===== src/pkg/shp_pkg.sv =====
package shp_pkg;
	// Register byte offsets
	localparam logic [7:0] OFS_DIR_A   = 8'h00;
	localparam logic [7:0] OFS_OUT_A   = 8'h04;
	localparam logic [7:0] OFS_PULL_A  = 8'h08;
	localparam logic [7:0] OFS_WAKE_A  = 8'h0c;
	localparam logic [7:0] OFS_OD_A    = 8'h10;
	localparam logic [7:0] OFS_PIN_A   = 8'h14;
	localparam logic [7:0] OFS_DIR_B   = 8'h18;
	localparam logic [7:0] OFS_OUT_B   = 8'h1c;
	localparam logic [7:0] OFS_PULL_B  = 8'h20;
	localparam logic [7:0] OFS_ADC_B   = 8'h24;
	localparam logic [7:0] OFS_PIN_B   = 8'h28;
	localparam logic [7:0] OFS_DIR_D   = 8'h2c;
	localparam logic [7:0] OFS_OUT_D   = 8'h30;
	localparam logic [7:0] OFS_PULL_D  = 8'h34;
	localparam logic [7:0] OFS_PWM_D   = 8'h38;
	localparam logic [7:0] OFS_PIN_D   = 8'h3c;

	// Reset values: all pins input, latches, pulls and selects cleared
	localparam logic [7:0] RST_DIR     = 8'hff;
	localparam logic [7:0] RST_CLR     = 8'h00;
	localparam logic [3:0] RST_NIB     = 4'h0;

	// Masks of implemented bits
	localparam logic [7:0] MASK_FULL   = 8'hff;
	localparam logic [7:0] MASK_PB6    = 8'h3f;
	localparam logic [7:0] MASK_NO_PD7 = 8'h7f;
	localparam logic [3:0] MASK_PWM4   = 4'hf;
	localparam logic [3:0] MASK_PWM3   = 4'h7;

	// Field positions of shared pins
	localparam int BIT_BZ      = 0;
	localparam int BIT_BZ_N    = 1;
	localparam int BIT_PFD     = 3;
	localparam int BIT_PA_TMR  = 4;
	localparam int BIT_IRQ0    = 4;
	localparam int BIT_IRQ1    = 5;
	localparam int BIT_TIMER0_INPUT    = 6;
	localparam int BIT_TIMER1_INPUT    = 7;

	// Port A pin 4 shared function
	typedef enum logic [1:0] {
		PA4_NONE = 2'b00,
		PA4_TIMER1_INPUT = 2'b01,
		PA4_TIMER2_INPUT = 2'b10
	} shp_pa4_e;
endpackage : shp_pkg


===== src/rtl/shp_sync.sv =====
`timescale 1ns/100ps
module shp_sync #(
	parameter int W = 8
) (
	input  wire logic         mclk,
	input  wire logic         rstn,
	input  wire logic [W-1:0] asyncIn,
	output logic      [W-1:0] syncOut
);
	logic [W-1:0] meta_ff;

	// Two-stage synchroniser, first stage read only by the second
	always_ff @(posedge mclk or negedge rstn) begin
		if (!rstn) begin
			meta_ff <= '0;
			syncOut <= '0;
		end else begin
			meta_ff <= asyncIn;
			syncOut <= meta_ff;
		end
	end
endmodule : shp_sync


===== src/rtl/shp_pad_ctrl.sv =====
`timescale 1ns/100ps
module shp_pad_ctrl #(
	parameter int W = 8
) (
	input  wire logic [W-1:0] dirIn,
	input  wire logic [W-1:0] outLatch,
	input  wire logic [W-1:0] altEn,
	input  wire logic [W-1:0] altVal,
	input  wire logic [W-1:0] odEn,
	input  wire logic [W-1:0] padOff,
	output logic      [W-1:0] nxt_padOut,
	output logic      [W-1:0] nxt_padOeN
);
	logic [W-1:0] val;
	logic [W-1:0] drive;

	always_comb begin
		// Shared function overrides latch and direction
		val   = (altVal & altEn) | (outLatch & ~altEn);
		drive = (altEn | ~dirIn) & ~padOff;
		// Open drain releases the pin on a high level
		drive = drive & ~(odEn & val);
		nxt_padOut = val & drive;
		nxt_padOeN = ~drive;
	end
endmodule : shp_pad_ctrl


===== src/rtl/shp_gpio_top.sv =====
// Register access over APB and the placing of the registers are this design's own decisions.
`timescale 1ns/100ps
// Contract
// Each port_a bit has its own wake-up enable bit in wake_enable_reg.
// Per-pin direction bit chooses CMOS output drive or Schmitt input.
// Each pin has its own pull-high enable in its port pullup register.
// Option-selected buzzer, inverted buzzer, divider output on port_a 0,1,3.
// Port_a pins 0 to 3 may be open-drain via open_drain_ctrl_reg.
// Analog-selected port_b pin loses digital I/O and pull-high.
// Port_d pins 0 to 3 carry pulse outputs when selected.
// Port_d pins 4 to 7 feed irq0, irq1, timer0, timer1; pin 7 feeds nothing if PA4_FN is PA4_TIMER1_INPUT.
// Port_a pin 4 feeds timer1, timer2 or nothing by variant.
// Small variant: six analog pins, three pulse outputs, no port_d 7.
// A shared function owning a pin sets its output value.
module shp_gpio_top #(
	parameter int              PB_PINS = 8,
	parameter int              PWM_CH  = 4,
	parameter bit              PD7_EN  = 1'b1,
	parameter shp_pkg::shp_pa4_e PA4_FN = shp_pkg::PA4_TIMER2_INPUT,
	parameter bit              BZ_OPT  = 1'b0,
	parameter bit              PFD_OPT = 1'b0
) (
	input  wire logic        mclk,
	input  wire logic        rstn,
	input  wire logic        psel,
	input  wire logic        penable,
	input  wire logic        pwrite,
	input  wire logic [7:0]  paddr,
	input  wire logic [31:0] pwdata,
	output logic      [31:0] prdata,
	output logic             pready,
	output logic             pslverr,
	input  wire logic        buzzerOut,
	input  wire logic        freqDividerOut,
	input  wire logic [3:0]  pulseOutputs,
	input  wire logic [7:0]  padAIn,
	output logic      [7:0]  padAOut,
	output logic      [7:0]  padAOeN,
	output logic      [7:0]  pullEnA,
	input  wire logic [7:0]  padBIn,
	output logic      [7:0]  padBOut,
	output logic      [7:0]  padBOeN,
	output logic      [7:0]  pullEnB,
	input  wire logic [7:0]  padDIn,
	output logic      [7:0]  padDOut,
	output logic      [7:0]  padDOeN,
	output logic      [7:0]  pullEnD,
	output logic      [7:0]  adcSenseEn,
	output logic             extIrq0,
	output logic             extIrq1,
	output logic             timer0Input,
	output logic             timer1Input,
	output logic             timer2Input,
	output logic             wakeReq
);
	// Implemented-bit masks by variant
	localparam logic [7:0] MASK_B = (PB_PINS == 8) ?
		shp_pkg::MASK_FULL : shp_pkg::MASK_PB6;
	localparam logic [7:0] MASK_D = PD7_EN ?
		shp_pkg::MASK_FULL : shp_pkg::MASK_NO_PD7;
	localparam logic [3:0] MASK_P = (PWM_CH == 4) ?
		shp_pkg::MASK_PWM4 : shp_pkg::MASK_PWM3;

	if (PB_PINS != 6 && PB_PINS != 8) begin : gBadPb
		$error("PB_PINS must be 6 or 8");
	end
	if (PWM_CH != 3 && PWM_CH != 4) begin : gBadPwm
		$error("PWM_CH must be 3 or 4");
	end

	logic [7:0] dirA_ff, outA_ff, pullA_ff, wakeA_ff;
	logic [3:0] odA_ff;
	logic [7:0] dirB_ff, outB_ff, pullB_ff, adcB_ff;
	logic [7:0] dirD_ff, outD_ff, pullD_ff;
	logic [3:0] pwmD_ff;
	logic [7:0] syncA, syncB, syncD;
	logic [7:0] prevA_ff;
	logic [7:0] pinB, pinD;
	logic       setup;
	logic       wrEn;
	logic [7:0] wdata;
	logic [31:0] nxt_prdata;
	logic       nxt_pslverr;
	logic [7:0] altEnA, altValA, odEnA;
	logic [7:0] altEnD, altValD;
	logic [7:0] nxt_aOut, nxt_aOeN;
	logic [7:0] nxt_bOut, nxt_bOeN;
	logic [7:0] nxt_dOut, nxt_dOeN;

	function automatic logic hit(input logic [7:0] a,
		input logic [7:0] ofs);
		hit = (a == ofs);
	endfunction : hit

	assign setup = psel & ~penable;
	assign wrEn  = psel & penable & pready & pwrite;
	assign wdata = pwdata[7:0];

	// Pin inputs pass two flip-flops
	shp_sync #(.W(8)) uSyncA (
		.mclk    (mclk),
		.rstn    (rstn),
		.asyncIn (padAIn),
		.syncOut (syncA)
	);
	shp_sync #(.W(8)) uSyncB (
		.mclk    (mclk),
		.rstn    (rstn),
		.asyncIn (padBIn),
		.syncOut (syncB)
	);
	shp_sync #(.W(8)) uSyncD (
		.mclk    (mclk),
		.rstn    (rstn),
		.asyncIn (padDIn),
		.syncOut (syncD)
	);

	// Analog-selected pins read as zero digitally
	assign pinB = syncB & ~adcB_ff & MASK_B;
	assign pinD = syncD & MASK_D;

	// Port A registers
	always_ff @(posedge mclk or negedge rstn) begin
		if (!rstn) begin
			dirA_ff  <= shp_pkg::RST_DIR;
			outA_ff  <= shp_pkg::RST_CLR;
			pullA_ff <= shp_pkg::RST_CLR;
			wakeA_ff <= shp_pkg::RST_CLR;
			odA_ff   <= shp_pkg::RST_NIB;
		end else if (wrEn) begin
			if (hit(paddr, shp_pkg::OFS_DIR_A)) begin
				dirA_ff <= wdata;
			end else if (hit(paddr, shp_pkg::OFS_OUT_A)) begin
				outA_ff <= wdata;
			end else if (hit(paddr, shp_pkg::OFS_PULL_A)) begin
				pullA_ff <= wdata;
			end else if (hit(paddr, shp_pkg::OFS_WAKE_A)) begin
				wakeA_ff <= wdata;
			end else if (hit(paddr, shp_pkg::OFS_OD_A)) begin
				odA_ff <= wdata[3:0];
			end
		end
	end

	// Port B registers
	always_ff @(posedge mclk or negedge rstn) begin
		if (!rstn) begin
			dirB_ff  <= shp_pkg::RST_DIR;
			outB_ff  <= shp_pkg::RST_CLR;
			pullB_ff <= shp_pkg::RST_CLR;
			adcB_ff  <= shp_pkg::RST_CLR;
		end else if (wrEn) begin
			if (hit(paddr, shp_pkg::OFS_DIR_B)) begin
				dirB_ff <= wdata | ~MASK_B;
			end else if (hit(paddr, shp_pkg::OFS_OUT_B)) begin
				outB_ff <= wdata & MASK_B;
			end else if (hit(paddr, shp_pkg::OFS_PULL_B)) begin
				pullB_ff <= wdata & MASK_B;
			end else if (hit(paddr, shp_pkg::OFS_ADC_B)) begin
				adcB_ff <= wdata & MASK_B;
			end
		end
	end

	// Port D registers
	always_ff @(posedge mclk or negedge rstn) begin
		if (!rstn) begin
			dirD_ff  <= shp_pkg::RST_DIR;
			outD_ff  <= shp_pkg::RST_CLR;
			pullD_ff <= shp_pkg::RST_CLR;
			pwmD_ff  <= shp_pkg::RST_NIB;
		end else if (wrEn) begin
			if (hit(paddr, shp_pkg::OFS_DIR_D)) begin
				dirD_ff <= wdata | ~MASK_D;
			end else if (hit(paddr, shp_pkg::OFS_OUT_D)) begin
				outD_ff <= wdata & MASK_D;
			end else if (hit(paddr, shp_pkg::OFS_PULL_D)) begin
				pullD_ff <= wdata & MASK_D;
			end else if (hit(paddr, shp_pkg::OFS_PWM_D)) begin
				pwmD_ff <= wdata[3:0] & MASK_P;
			end
		end
	end

	// Read mux, evaluated in the setup cycle
	always_comb begin
		nxt_prdata  = '0;
		nxt_pslverr = 1'b0;
		if (hit(paddr, shp_pkg::OFS_DIR_A)) begin
			nxt_prdata[7:0] = dirA_ff;
		end else if (hit(paddr, shp_pkg::OFS_OUT_A)) begin
			nxt_prdata[7:0] = outA_ff;
		end else if (hit(paddr, shp_pkg::OFS_PULL_A)) begin
			nxt_prdata[7:0] = pullA_ff;
		end else if (hit(paddr, shp_pkg::OFS_WAKE_A)) begin
			nxt_prdata[7:0] = wakeA_ff;
		end else if (hit(paddr, shp_pkg::OFS_OD_A)) begin
			nxt_prdata[3:0] = odA_ff;
		end else if (hit(paddr, shp_pkg::OFS_PIN_A)) begin
			nxt_prdata[7:0] = syncA;
		end else if (hit(paddr, shp_pkg::OFS_DIR_B)) begin
			nxt_prdata[7:0] = dirB_ff & MASK_B;
		end else if (hit(paddr, shp_pkg::OFS_OUT_B)) begin
			nxt_prdata[7:0] = outB_ff;
		end else if (hit(paddr, shp_pkg::OFS_PULL_B)) begin
			nxt_prdata[7:0] = pullB_ff;
		end else if (hit(paddr, shp_pkg::OFS_ADC_B)) begin
			nxt_prdata[7:0] = adcB_ff;
		end else if (hit(paddr, shp_pkg::OFS_PIN_B)) begin
			nxt_prdata[7:0] = pinB;
		end else if (hit(paddr, shp_pkg::OFS_DIR_D)) begin
			nxt_prdata[7:0] = dirD_ff & MASK_D;
		end else if (hit(paddr, shp_pkg::OFS_OUT_D)) begin
			nxt_prdata[7:0] = outD_ff;
		end else if (hit(paddr, shp_pkg::OFS_PULL_D)) begin
			nxt_prdata[7:0] = pullD_ff;
		end else if (hit(paddr, shp_pkg::OFS_PWM_D)) begin
			nxt_prdata[3:0] = pwmD_ff;
		end else if (hit(paddr, shp_pkg::OFS_PIN_D)) begin
			nxt_prdata[7:0] = pinD;
		end else begin
			nxt_pslverr = 1'b1;
		end
	end

	// One wait-free access phase per transfer
	always_ff @(posedge mclk or negedge rstn) begin
		if (!rstn) begin
			pready  <= 1'b0;
			prdata  <= '0;
			pslverr <= 1'b0;
		end else begin
			pready  <= setup;
			if (setup) begin
				prdata  <= nxt_prdata;
				pslverr <= nxt_pslverr;
			end else begin
				prdata  <= '0;
				pslverr <= 1'b0;
			end
		end
	end

	// Shared-function ownership of port A and port D pins
	always_comb begin
		altEnA  = '0;
		altValA = '0;
		odEnA   = '0;
		altEnD  = '0;
		altValD = '0;
		altEnA[shp_pkg::BIT_BZ]    = BZ_OPT;
		altValA[shp_pkg::BIT_BZ]   = buzzerOut;
		altEnA[shp_pkg::BIT_BZ_N]  = BZ_OPT;
		altValA[shp_pkg::BIT_BZ_N] = ~buzzerOut;
		altEnA[shp_pkg::BIT_PFD]   = PFD_OPT;
		altValA[shp_pkg::BIT_PFD]  = freqDividerOut;
		odEnA[3:0]  = odA_ff;
		altEnD[3:0]  = pwmD_ff;
		altValD[3:0] = pulseOutputs & MASK_P;
	end

	shp_pad_ctrl #(.W(8)) uPadA (
		.dirIn      (dirA_ff),
		.outLatch   (outA_ff),
		.altEn      (altEnA),
		.altVal     (altValA),
		.odEn       (odEnA),
		.padOff     (8'h00),
		.nxt_padOut (nxt_aOut),
		.nxt_padOeN (nxt_aOeN)
	);
	shp_pad_ctrl #(.W(8)) uPadB (
		.dirIn      (dirB_ff),
		.outLatch   (outB_ff),
		.altEn      (8'h00),
		.altVal     (8'h00),
		.odEn       (8'h00),
		.padOff     (adcB_ff | ~MASK_B),
		.nxt_padOut (nxt_bOut),
		.nxt_padOeN (nxt_bOeN)
	);
	shp_pad_ctrl #(.W(8)) uPadD (
		.dirIn      (dirD_ff),
		.outLatch   (outD_ff),
		.altEn      (altEnD),
		.altVal     (altValD),
		.odEn       (8'h00),
		.padOff     (~MASK_D),
		.nxt_padOut (nxt_dOut),
		.nxt_padOeN (nxt_dOeN)
	);

	// Registered pad drive and pull-high enables
	always_ff @(posedge mclk or negedge rstn) begin
		if (!rstn) begin
			padAOut    <= '0;
			padAOeN    <= '1;
			padBOut    <= '0;
			padBOeN    <= '1;
			padDOut    <= '0;
			padDOeN    <= '1;
			pullEnA    <= '0;
			pullEnB    <= '0;
			pullEnD    <= '0;
			adcSenseEn <= '0;
		end else begin
			padAOut    <= nxt_aOut;
			padAOeN    <= nxt_aOeN;
			padBOut    <= nxt_bOut;
			padBOeN    <= nxt_bOeN;
			padDOut    <= nxt_dOut;
			padDOeN    <= nxt_dOeN;
			pullEnA    <= pullA_ff;
			pullEnB    <= pullB_ff & ~adcB_ff;
			pullEnD    <= pullD_ff;
			adcSenseEn <= adcB_ff;
		end
	end

	// Routed inputs and wake-up on an enabled falling edge
	always_ff @(posedge mclk or negedge rstn) begin
		if (!rstn) begin
			prevA_ff    <= '1;
			wakeReq     <= 1'b0;
			extIrq0     <= 1'b0;
			extIrq1     <= 1'b0;
			timer0Input <= 1'b0;
			timer1Input <= 1'b0;
			timer2Input <= 1'b0;
		end else begin
			prevA_ff    <= syncA;
			wakeReq     <= |(wakeA_ff & prevA_ff & ~syncA);
			extIrq0     <= pinD[shp_pkg::BIT_IRQ0];
			extIrq1     <= pinD[shp_pkg::BIT_IRQ1];
			timer0Input <= pinD[shp_pkg::BIT_TIMER0_INPUT];
			if (PA4_FN == shp_pkg::PA4_TIMER1_INPUT) begin
				timer1Input <= syncA[shp_pkg::BIT_PA_TMR];
			end else begin
				timer1Input <= pinD[shp_pkg::BIT_TIMER1_INPUT];
			end
			timer2Input <= (PA4_FN == shp_pkg::PA4_TIMER2_INPUT) &
				syncA[shp_pkg::BIT_PA_TMR];
		end
	end
endmodule : shp_gpio_top


===== config.mk =====
export PLATFORM = sky130hd
export DESIGN_NAME = shp_gpio_top
export DESIGN_NICKNAME = d
export VERILOG_FILES = /design/src/pkg/shp_pkg.sv /design/src/rtl/shp_sync.sv /design/src/rtl/shp_pad_ctrl.sv /design/src/rtl/shp_gpio_top.sv
export SDC_FILE = /design/constraint.sdc
export NUM_CORES = 1
export LEC_CHECK = 0
export BUFFER_PORTS_ARGS = -buffer_cell sky130_fd_sc_hd__buf_2
export CAP_MARGIN = 30
export CORE_AREA = 4 4 139 141
export DETAILED_ROUTE_END_ITERATION = 16
export DIE_AREA = 0 0 143 145
export GPL_ROUTABILITY_DRIVEN = 0
export PLACE_DENSITY = 0.84
export SLEW_MARGIN = 20
export SYNTH_ARGS = -nofsm -noshare
export SYNTH_HDL_FRONTEND = slang
export SYNTH_SLANG_ARGS = --single-unit

===== constraint.sdc =====
create_clock -name mclk -period 2.3 [get_ports mclk]
set_clock_uncertainty 0.2 [all_clocks]
set_input_delay 0.46 -clock mclk [delete_from_list [all_inputs] [get_ports mclk]]
set_output_delay 0.46 -clock mclk [all_outputs]
set_load 0.005 [all_outputs]

==> results.py <==
metrics = {
    "critical_path": {
        "cp_slowest_stage_delay_ns": 0.32,
        "end_kind": "flop",
        "critical_path.cell_chain": "buf_2 > buf_4 > clkinv_1 > o211ai_1 > o21ai_0 > a32o_1 > a221oi_2",
        "cp.required_ns": 2.50,
        "rr_startpoint": "pready",
        "crit_path_start_kind": "input pin",
        "r2r_setup_slack_ns": 0.41,
        "reg2reg_depth": 4,
        "crit_fanout": 7,
        "cp_slowest_cell": "a221oi_2",
        "reg2reg_to": "pwmD_ff[3]",
        "path_class": "input pin to flop",
        "arrival_ns": 2.15,
    },
    "clock_tree": {
        "clock_sinks": 248,
        "cts_tree": "built",
        "cts-buffers-inserted": 25,
        "ctsHtreeMaxLevel": 1,
        "cts_root_buf": "clkbuf_16",
        "cts_resized": 0,
        "clk-insertion-delay-late_ns": 0.52,
        "clk_path_buf_depth": 3,
        "clkTransAtPathRegs_ns": 0.06,
        "postCtsSetupRepairBufs": 0,
        "cts_hold_repair.buffers": 29,
    },
    "floorplan": {
        "core_sq_mm": 0.0180,
        "start_util_pct": 54.9,
        "die-area_sq_mm": 0.0207,
        "rows": 49,
        "die_height_microns": 145,
        "pin_count": 195,
        "fp.dieW_microns": 143,
    },
    "synth": {
        "synth_top_area_share_pct": 48.7,
        "synth_top_cell_by_area": "dfrtp_1",
        "async_reset_ff_share_pct": 100,
        "syn_inst": 740,
        "yosysUniqueCellTypes": 69,
        "synth_enable_flop_cells": 0,
        "syn_area_per_cell_sq_um": 13.3,
        "ys_ff_latch": 248,
        "synth_area_sq_mm": 0.00986,
        "netlist_top_cells_area": "dfrtp_1 (49%), dfstp_2 (15%), mux2_2 (10%)",
        "synth_flop_cell": "dfrtp_1",
        "ys_warn_count": 0,
        "yosysSeqAreaShare_pct": 63.6,
    },
    "grt": {
        "use_met1_pct": 33.2,
        "met3_usage_pct": 4.80,
        "antenna_found_initial": 3,
        "grt_max_degree": 64,
        "grt_pass1_wl_microns": 39900,
        "grt.total_usage_pct": 24.5,
        "grt.met2_usage_pct": 39.8,
        "gr-total-overflow": 0,
        "grt_pass1_vias": 7089,
        "grt_busiest_layer": "met2",
    },
    "power_and_ir_drop": {
        "peakVddDrop_mv": 0.679,
        "power_density_mw_per_mm2": 752,
        "power.total_w": 0.00944,
        "leakage_nw": 6.34,
    },
    "timing": {
        "whs_ns": 0.145,
        "relSlewSlack_pct": 65.5,
        "max_freq_mhz": 512,
        "finalHoldViolCount": 0,
        "finalCritPeriodShare_pct": 84.9,
        "finalSetupViolCount": 0,
        "final_max_slew_viol_count": 0,
        "tightest_slew_ns": 0.517,
        "post-route-min-period_ns": 1.95,
        "rsz0062_at_grt": "no",
    },
    "place": {
        "placed_area_sq_mm": 0.0113,
        "dp_hpwl_microns": 17300,
        "port_buffers": 144,
        "place_inst": 1154,
    },
    "drt": {
        "drtPass1Iterations": 6,
        "wl_per_cell_microns": 20.6,
        "drcViolationCount": 0,
        "ant_nets": 0,
        "routed_via_density": 5.68,
        "wirelength_microns": 25300,
        "first_iter_violations": 583,
        "num_vias": 6988,
    },
    "min_path": {
        "hold_path_end": "uSyncB.syncOut[2]",
        "min_path_cells": 0,
        "worstHoldPathType": "flop to flop",
        "worstHoldStart": "uSyncB.meta_ff[2]",
    },
    "final_layout": {
        "finalInstanceArea_sq_mm": 0.0126,
        "final_util_pct": 69.9,
        "mostFrequentLayoutCells": "dfrtp_1 (192), buf_2 (143), mux2_2 (88)",
        "fin_cells": 1230,
        "num-fill-cells": 1207,
        "drive_gt1_share_pct": 44.8,
        "nets": 1056,
        "layout_commonest_cell": "dfrtp_1",
        "area_growth_pct": 27.2,
    },
    "flow_run": {
        "drv_cap": 0,
    },
    "outcome": {
        "status": "finished, final reports clean",
    },
}
## cell usage after synthesis, drive strengths merged (2+ instances only)
cell,instances
a221oi,2
or4,2
o21a,5
a2111oi,2
a211o,5
and4,2
nand2b,13
a32oi,2
and3b,2
and2,3
nand4,6
a21oi,25
nor2,36
mux2i,16
inv,21
o211ai,3
nor4b,3
o221ai,8
o2bb2ai,2
dfstp,56
dfrtp,192
mux2,96
and3,4
a2bb2oi,2
buf,41
a211oi,3
o22ai,4
nand2,36
nor2b,28
a22oi,12
or4b,2
or3b,2
a311oi,2
o31a,2
a31oi,4
nor3,13
nand3,8
nor4,5
a21o,6
or2,9
o21ai,28
clkbuf,18
## cell families (layout without fill, tap and decap cells)
family | after synthesis | in the layout | synth area share (%)
other cells | 1 | 25 | 0.0380
flops | 248 | 248 | 63.6
buf+inv | 81 | 318 | 4.26
compound gates | 119 | 119 | 8.06
simple gates | 178 | 178 | 10.9
mux | 113 | 113 | 13.1
## metrics by stage
stage | setup TNS (ns) | setup slack (ns)
floorplan | 0 | 0.0186
global placement | -0.688 | -0.0823
detailed placement | -0.985 | -0.115
CTS | 0 | 0.437
global route | 0 | 0.293
finish | 0 | 0.348
## critical path: cells and delay by family
family | cells | cell delay, ns
AOI/OAI and AO/OA | 4 | 0.97
buffers and inverters | 3 | 0.70
## power breakdown
group	switching [W]	internal, W	total [W]
clock network	0.00166	0.00279	0.00445
registers	0.0000324	0.00445	0.00448
logic	0.000307	0.000204	0.000512
total	0.00200	0.00744	0.00944
## layer usage
layer | vias up | wire length [microns]
li1 | 3042 | -
met1 | 3503 | 9930
met2 | 353 | 12300
met3 | 86 | 2110
met4 | 4 | 935
met5 | - | 20
## final cells by class
class | count | area (sq um) | share of cell area (%)
timing repair buffer | 250 | 1720 | 13.7
tap | 229 | 287 | 2.28
antenna | 1 | 2.50 | 0.0199
clock inverter | 11 | 193 | 1.54
sequential | 248 | 6280 | 50.0
inverter | 22 | 82.6 | 0.658
clock buffer | 35 | 733 | 5.84
multi-input combinational | 434 | 3250 | 25.9
## how the worst max path moves through the flow
| stage | start | end |
|---|---|---|
| floorplan | paddr[7] | pullB_ff[0] |
| global placement | paddr[4] | prdata[3] |
| detailed placement | paddr[7] | prdata[5] |
| CTS | paddr[7] | prdata[5] |
| global route | paddr[7] | prdata[3] |
| finish | paddr[2] | prdata[4] |
(Power assumes the default switching activity.)
